File: src/shared/load_diag_pkg.sv
// Package for the load diagnostic register bank: offsets, reset values, field layout, types.
// Assumes an 8-bit register port with byte addresses, as the control bus presents it.
package load_diag_pkg;

	// ************************************************************
	// Register offsets
	// ************************************************************
	localparam logic [7:0] ADDR_THRESH12   = 8'h0A;
	localparam logic [7:0] ADDR_THRESH34   = 8'h0B;
	localparam logic [7:0] ADDR_REPORT12   = 8'h0C;
	localparam logic [7:0] ADDR_REPORT34   = 8'h0D;
	localparam logic [7:0] ADDR_LINEOUT    = 8'h0E;
	localparam logic [7:0] ADDR_STATE      = 8'h0F;
	localparam logic [7:0] ADDR_FAULT      = 8'h10;

	// ************************************************************
	// Reset values and field constants
	// ************************************************************
	localparam logic [7:0] RESET_THRESH    = 8'h11;
	localparam logic [7:0] RESET_ZERO      = 8'h00;
	localparam logic [3:0] THRESH_MAX_CODE = 4'h9;
	localparam logic [3:0] THRESH_DEFAULT  = 4'h1;
	localparam logic [7:0] STATE_RESET     = 8'h55;
	localparam int         NUM_CH          = 4;
	localparam int         NIB_W           = 4;

	// ************************************************************
	// Types
	// ************************************************************
	typedef enum logic [1:0] {
		CH_PLAY  = 2'h0,
		CH_HIZ   = 2'h1,
		CH_MUTE  = 2'h2,
		CH_DCDIAG = 2'h3
	} ch_state_t;

	// One channel's DC diagnostic result nibble, msb first.
	typedef struct packed {
		logic shortToGround;
		logic shortToPower;
		logic openLoad;
		logic shortedLoad;
	} diag_result_t;

	// Register-port request.
	typedef struct packed {
		logic       wrEn;
		logic       rdEn;
		logic [7:0] addr;
		logic [7:0] wrData;
	} reg_req_t;

endpackage

File: src/hdl/thresh_field.sv
// One 4-bit shorted-load threshold field with write and clamp of undefined codes.
// Assumes a synchronous active-high reset and a clock enable.
`timescale 1ns/1ps
module thresh_field
	import load_diag_pkg::*;
(
	// Clock and reset
	input  wire logic             clk,
	input  wire logic             rst,
	input  wire logic             clkEn,
	// Write side
	input  wire logic             wrStrobe,
	input  wire logic [NIB_W-1:0] wrNibble,
	// Field value and effective code
	output logic      [NIB_W-1:0] stored,
	output logic      [NIB_W-1:0] effective
);

	// Stored field resets to the one ohm code.
	always_ff @(posedge clk) begin
		if (rst) begin
			stored <= THRESH_DEFAULT;
		end else if (clkEn && wrStrobe) begin
			stored <= wrNibble;
		end
	end

	// Codes above the five ohm code act as five ohm.
	always_comb begin
		effective = (stored > THRESH_MAX_CODE) ? THRESH_MAX_CODE : stored;
	end

endmodule

File: src/hdl/diag_nibble.sv
// Per-channel capture of DC diagnostic results into a 4-bit report nibble.
// Assumes the measurement engine pulses done with its results.
`timescale 1ns/1ps
module diag_nibble
	import load_diag_pkg::*;
(
	// Clock and reset
	input  wire logic         clk,
	input  wire logic         rst,
	input  wire logic         clkEn,
	// Result from the measurement engine
	input  wire logic         done,
	input  diag_result_t      result,
	// Report nibble
	output diag_result_t      report
);

	// Each completed run replaces the previous result.
	always_ff @(posedge clk) begin
		if (rst) begin
			report <= '0;
		end else if (clkEn && done) begin
			report <= result;
		end
	end

endmodule

File: src/hdl/load_diag_fault_status_regs.sv
// Register bank for shorted-load thresholds and load-diagnostic, state and fault reports.
// Assumes a byte-wide register port from the control-bus slave, synchronous to clk.
//
// Operation
// - Four-bit threshold code, half ohm per step.
// - First threshold register: ch1 high, ch2 low.
// - Register 0x0B: ch3 high, ch4 low, reset 0x11.
// - Report 0x0C: ch1 high, ch2 low nibble.
// - Report 0x0D: ch3 high, ch4 low nibble.
// - Short-to-ground bit set when found.
// - Short-to-power bit set when found.
// - Open-load and shorted-load bits report detections.
// - Register 0x0E: line-output bits 3-0, upper zero.
// - Register 0x0F: two-bit states, reset 0x55.
// - State codes: play, high-z, mute, diagnostics.
// - Register 0x10: overcurrent high, DC-fault low.
// - Overcurrent flag reads one when detected.
// - DC fault flag reads one when detected.
`timescale 1ns/1ps
module load_diag_fault_status_regs
	import load_diag_pkg::*;
(
	// Clock, reset and enable
	input  wire logic                  clk,
	input  wire logic                  rst,
	input  wire logic                  clkEn,
	// Register port
	input  reg_req_t                   req,
	output logic      [7:0]            rdData,
	output logic                       rdValid,
	// Diagnostic engine results
	input  wire logic [NUM_CH-1:0]     diagDone,
	input  diag_result_t [NUM_CH-1:0]  diagResult,
	input  wire logic [NUM_CH-1:0]     lineOutDone,
	input  wire logic [NUM_CH-1:0]     lineOutResult,
	input  wire logic                  line_output_diag_enable,
	// Channel state and faults from the power stage
	input  ch_state_t [NUM_CH-1:0]     chState,
	input  wire logic [NUM_CH-1:0]     overcurrentIn,
	input  wire logic [NUM_CH-1:0]     dcFaultIn,
	// Threshold outputs to the diagnostic engine
	output logic [NUM_CH*NIB_W-1:0]    shortThreshold
);

	// ************************************************************
	// Threshold fields
	// ************************************************************
	logic [NIB_W-1:0]       storedNib [NUM_CH];
	logic [NIB_W-1:0]       effNib    [NUM_CH];
	logic [NUM_CH-1:0]      nibWrite;
	logic [NIB_W-1:0]       nibData   [NUM_CH];
	logic [7:0]             thresh12;
	logic [7:0]             thresh34;

	// Channels 1 and 3 take the upper nibble, 2 and 4 the lower.
	always_comb begin
		nibWrite[0] = req.wrEn && (req.addr == ADDR_THRESH12);
		nibWrite[1] = req.wrEn && (req.addr == ADDR_THRESH12);
		nibWrite[2] = req.wrEn && (req.addr == ADDR_THRESH34);
		nibWrite[3] = req.wrEn && (req.addr == ADDR_THRESH34);
		nibData[0]  = req.wrData[7:4];
		nibData[1]  = req.wrData[3:0];
		nibData[2]  = req.wrData[7:4];
		nibData[3]  = req.wrData[3:0];
	end

	genvar g;
	generate
		for (g = 0; g < NUM_CH; g++) begin : gThresh
			thresh_field uField (
				.clk       (clk),
				.rst       (rst),
				.clkEn     (clkEn),
				.wrStrobe  (nibWrite[g]),
				.wrNibble  (nibData[g]),
				.stored    (storedNib[g]),
				.effective (effNib[g])
			);
		end
	endgenerate

	assign thresh12 = {storedNib[0], storedNib[1]};
	assign thresh34 = {storedNib[2], storedNib[3]};

	// Effective thresholds registered toward the engine, channel 1 in the top nibble.
	always_ff @(posedge clk) begin
		if (rst) begin
			shortThreshold <= {NUM_CH{THRESH_DEFAULT}};
		end else if (clkEn) begin
			shortThreshold <= {effNib[0], effNib[1], effNib[2], effNib[3]};
		end
	end

	// ************************************************************
	// Diagnostic report nibbles
	// ************************************************************
	diag_result_t [NUM_CH-1:0] report;

	generate
		for (g = 0; g < NUM_CH; g++) begin : gReport
			diag_nibble uNib (
				.clk    (clk),
				.rst    (rst),
				.clkEn  (clkEn),
				.done   (diagDone[g]),
				.result (diagResult[g]),
				.report (report[g])
			);
		end
	endgenerate

	// ************************************************************
	// Line output, state and fault status
	// ************************************************************
	logic [NUM_CH-1:0] lineOut;
	logic [7:0]        stateReg;
	logic [7:0]        faultReg;

	// Line-output results only land while the host has enabled them.
	always_ff @(posedge clk) begin
		if (rst) begin
			lineOut <= '0;
		end else if (clkEn && line_output_diag_enable) begin
			for (int i = 0; i < NUM_CH; i++) begin
				if (lineOutDone[i]) begin
					lineOut[NUM_CH-1-i] <= lineOutResult[i];
				end
			end
		end
	end

	// State report follows the state each channel actually reached.
	always_ff @(posedge clk) begin
		if (rst) begin
			stateReg <= STATE_RESET;
		end else if (clkEn) begin
			stateReg <= {chState[0], chState[1], chState[2], chState[3]};
		end
	end

	// Fault flags mirror the power stage detectors.
	always_ff @(posedge clk) begin
		if (rst) begin
			faultReg <= RESET_ZERO;
		end else if (clkEn) begin
			faultReg[7:4] <= {overcurrentIn[0], overcurrentIn[1],
				overcurrentIn[2], overcurrentIn[3]};
			faultReg[3:0] <= {dcFaultIn[0], dcFaultIn[1], dcFaultIn[2], dcFaultIn[3]};
		end
	end

	// ************************************************************
	// Read path
	// ************************************************************
	logic [7:0] next_rdData;

	// Read mux; unmapped addresses and reserved bits read zero.
	always_comb begin
		case (req.addr)
			ADDR_THRESH12: next_rdData = thresh12;
			ADDR_THRESH34: next_rdData = thresh34;
			ADDR_REPORT12: next_rdData = {report[0], report[1]};
			ADDR_REPORT34: next_rdData = {report[2], report[3]};
			ADDR_LINEOUT:  next_rdData = {4'h0, lineOut};
			ADDR_STATE:    next_rdData = stateReg;
			ADDR_FAULT:    next_rdData = faultReg;
			default:       next_rdData = RESET_ZERO;
		endcase
	end

	// Read data is registered one cycle after the request.
	always_ff @(posedge clk) begin
		if (rst) begin
			rdData  <= RESET_ZERO;
			rdValid <= 1'b0;
		end else if (clkEn) begin
			rdValid <= req.rdEn;
			if (req.rdEn) begin
				rdData <= next_rdData;
			end
		end
	end

endmodule

File: config.mk
export PLATFORM = sky130hd
export DESIGN_NAME = load_diag_fault_status_regs
export DESIGN_NICKNAME = d
export VERILOG_FILES = /design/src/shared/load_diag_pkg.sv /design/src/hdl/thresh_field.sv /design/src/hdl/diag_nibble.sv /design/src/hdl/load_diag_fault_status_regs.sv
export SDC_FILE = /design/constraint.sdc
export NUM_CORES = 1
export LEC_CHECK = 0
export ABC_AREA = 1
export ABC_CLOCK_PERIOD_IN_PS = 2800
export BUFFER_PORTS_ARGS = -buffer_cell sky130_fd_sc_hd__buf_2
export CORE_MARGIN = 2
export CORE_UTILIZATION = 56
export DETAILED_ROUTE_END_ITERATION = 10
export PLACE_DENSITY = 0.84
export SETUP_SLACK_MARGIN = 0.5
export SKIP_LAST_GASP = 1
export SYNTH_ARGS = -nofsm -noshare
export SYNTH_HDL_FRONTEND = slang
export SYNTH_SLANG_ARGS = --single-unit
File: constraint.sdc
create_clock -name clk -period 2.8 [get_ports clk]
set_input_delay 0.42 -clock clk [delete_from_list [all_inputs] [get_ports clk]]
set_output_delay 0.42 -clock clk [all_outputs]
set_load 0.1 [all_outputs]
After elaboration in Yosys (flattened, before gate mapping) --
Index checks and enable logic that the tools add are counted.
Cells by class: $add $sub $neg 0, bitwise operators 0, shift-type cells 0, equal/unequal tests 7, reductions and logical operators 14, div/mod/pow operators 0, mux-type cells 5, order comparisons 4, $mul 0
Operators by type and width (number):
- $pmux W8 S7 | 1
- $eq A8 B4 Y1 const B | 6
- $gt A4 B4 Y1 const B | 4
- $mux W4 | 4
- $reduce_and A2 Y1 | 5
- $logic_and A1 B1 Y1 | 9
- $eq A8 B5 Y1 const B | 1
Storage, ports and cells: bits in read-only memories 0, register bits 77, output and inout port bits 25, bits in latches 0, bits in writable memories 0, bits of input ports 66, memories 0, word-level logic and storage cells 59

Longest topological paths before layout --
depth in word-level cells 3, gate-level depth with buffers 10, mapped depth without buffers 10

Cells and area by module --
From an unflattened synthesis, not the netlist that was laid out.
Unflattened totals: cell total of the unflattened synthesis 577, area, all modules 3647.2 µm²
By module, submodules not included:
- load_diag_fault_status_regs | cells each 349, area each 2235.9 µm², times used 1, sequential area each 900.9 µm²
- thresh_field | cells each 31, area each 187.7 µm², times used 4, sequential area each 80.1 µm²
- diag_nibble | cells each 26, area each 165.2 µm², times used 4, sequential area each 80.1 µm²

Worst setup path after synthesis --
Ideal clock, no wire load.
path kind register to output, start register shortThreshold[11], end output shortThreshold[11], path buffers 0, slack 1455 ps, stages on the path, launching flop included 1, data required time 2380 ps, arrival 925 ps, cell sequence dfxtp_1
RTL lines:
- start: declaration | line load_diag_fault_status_regs.sv:42 | output logic [NUM_CH*NIB_W-1:0] shortThreshold
- start signal: assignment | line load_diag_fault_status_regs.sv:88 | shortThreshold <= {NUM_CH{THRESH_DEFAULT}};
- start signal: assignment | line load_diag_fault_status_regs.sv:90 | shortThreshold <= {effNib[0], effNib[1], effNib[2], effNib[3]};
No word-level cell between the ends.

==> metrics.txt <==
status finished, final reports clean; setup bufs post-CTS 0; clock share of power 41.5%; CP peak stage delay 550 ps; Rel. slew slack 37.5%; drt pass-1 iters 5; final wirelength 8.57 mm; sequential share of the synthesized area 45.1%; vias in the first global route 3099; Pwr per Cell Area 582 nW/um^2; number of setup violations in the final report 0; placer congestion estimate 0.875; Least-Margin Pin Slew 937 ps; fraction of registers with async set/reset 0%; Adder-Cell Fraction of Synth Area 0%; Post-Synth Simple-Gate Area 32.0%; net count after synthesis 545; post-synthesis compound-gate area fraction 15.6%; fill cell count 513; crit path kind in2reg; post-synth top area share 45.1%; initial antenna violation count 0; CP required 3080 ps; layout cells sized above 1 24.0%; Syn Inst Count 479; Total Power 2.39 mW; sw power 0.596 mW; die height 82.2 um; crit-path cells buf_2 > inv_1 > nor2_1 > nand2_1 > a21oi_1; largest net degree at the start of global routing 56; non-filler cells, final 642; slowest CP cell inv_1; cell count after placement 627; startpoint types input port; proportion of synthesized area in mux cells 0%; drt first-iter violations 268; Layout area overhead 20.3%; Die ar. 6750 um^2; leakage 1.91 nW; Clock Skew 4.65 ps; WL per Instance 13.3 um; Hold Vio Cnt, Final 0; critical path buffer and inverter count 2; Core ar. 5920 um^2; DRC 0; CTS tree yes; H-tree levels 3; unrepaired setup endpoints after global routing no; Top delay family on crit path buffers and inverters; Gate power share 10.2%; Setup TNS 0 ps; number of CTS-inserted buffers 9; largest family of logic cells by synthesized area simple AND/OR/NAND/NOR gates; gr usage total 26.9%; worst min-delay path class in2reg; Net Sw Frac 24.9%; overflow left after global routing 0; Synth area leaders dfxtp_1 45%, nand2_1 10%, nor2_1 9.2%; Worst-Skew Late Latency 350 ps; row count 28; Worst EP arrival 1910 ps; max_cap viols 0; dpl hpwl 6.04 mm; #FFs+latches synth 77; antenna viol nets, final 0; Synth Warn # 0; Reg clk slew, reported paths 80 ps; Max Transition Viols Final 0; xor and xnor area share after synthesis 0%; Unique masters post-synth 24; Root Buffer clkbuf_8; CP Capture Type flip-flop; via count 3420; hold_buf cts 0; syn_area_per_cell 7.14 um^2; Final period util 58.2%; IO Port Bufs 90; Max clock buf depth 2; worst vdd ir 0.471 mV; nets 629; top_reg_cell synth dfxtp_1; synthesized cell area 3420 um^2; die width 82.2 um; via/cell ratio 5.33; register share of total power 48.3%; CTS sink cnt 77; CTS resizes 0; antenna cell count 0; Period minus WS final 1630 ps; IO Pins 91; fmax 613 MHz; CP max FO 29; Synth area leader dfxtp_1; Pint 1.80 mW; Post-synth EDFFs 0; Initial Util 57.8%; first-pass GRT wire length 13.8 mm
-- cell usage after synthesis (all sizes together) (2+ instances only) --
cell type and n:
inv 38, nand3 52, nand2 99, a21oi 41, o211ai 4, clkinv 2
clkbuf 8, buf 11, dfxtp 77, a211oi 3, o21ai 49, nor2 94
-- worst register-to-register path, delay by kind of cell, from the launching register on --
family	cells	cell delay, ps
AO/OA/AOI/OAI	1	70
flip-flops	1	320
AND/OR/NAND/NOR	5	460
-- worst paths after layout --
path	depth (start not counted)	from	slack, ps	to
setup / recovery	5	clkEn	1170	shortThreshold[13]$_SDFFE_PP0P_
hold / removal	3	chState[0]	290	stateReg[6]$_SDFFE_PP1P_
setup reg to reg	6	stateReg[7]$_SDFFE_PP0P_	1830	rdData[7]$_SDFFE_PP0P_
hold reg to reg	2	gThresh[0].uField.stored[2]$_SDFFE_PP0P_	460	shortThreshold[14]$_SDFFE_PP0P_
-- final cells by class --
class	instances	area (um^2)	area share (%)
sequential	77	1540	37.5
timing repair buffer	92	465	11.3
tap	75	93.8	2.28
clock buffer	9	124	3.01
clock inverter	6	113	2.74
inverter	40	150	3.65
multi-input combinational	343	1630	39.6
-- per-stage QoR --
step           util [%]  hold slack (ps)  worst slack, ps  area (um^2)
2_1_floorplan         -              424             1450         3420
3_3_place_gp       65.5              442              951         3880
3_5_place_dp       65.5              449              850         3880
4_1_cts            69.5              284             1200         4120
5_1_grt            69.5              303              994         4120
6_report           69.5              286             1170         4120
-- registers in the layout, summed over array words and instances, names as in the netlist --
name	count
shortThreshold	16
faultReg	8
rdData	8
lineOut	4
gReport.uNib.report	16
gThresh.uField.stored	16
rdValid	1
stateReg	8
-- power by group through the flow --
stage                     Sequential, mW  Clock, mW  Combinational [mW]
after floorplan                     1.22          0               0.120
after global placement              1.18          0               0.236
after detailed placement            1.18          0               0.242
after CTS                           1.16      0.994               0.245
after global routing                1.16       1.04               0.273
final                               1.16      0.992               0.245
-- layer usage --
metal	vias to the layer above	track usage [%]	part of all wire, %
met4	0	11.0	1.8
li1	1713	-	-
met2	150	43.2	47
met1	1542	35.9	44
met3	15	4.89	7.1
met5	-	0	0
-- cell usage in the layout, fill, tap and decap left out, drive strengths merged --
master	instances
inv	38
bufinv	3
a21oi	41
nand2	99
o21ai	49
nand3	52
clkinvlp	3
dfxtp	77
buf	92
nor2	94
clkbuf	9
o211ai	4
clkinv	2
a211oi	3
nor3	1
-- cells by family after synthesis --
| group | after synthesis |
|---|---|
| compound gates | 97 |
| buf+inv | 59 |
| flops | 77 |
| simple gates | 246 |
(Power assumes the default switching activity.)
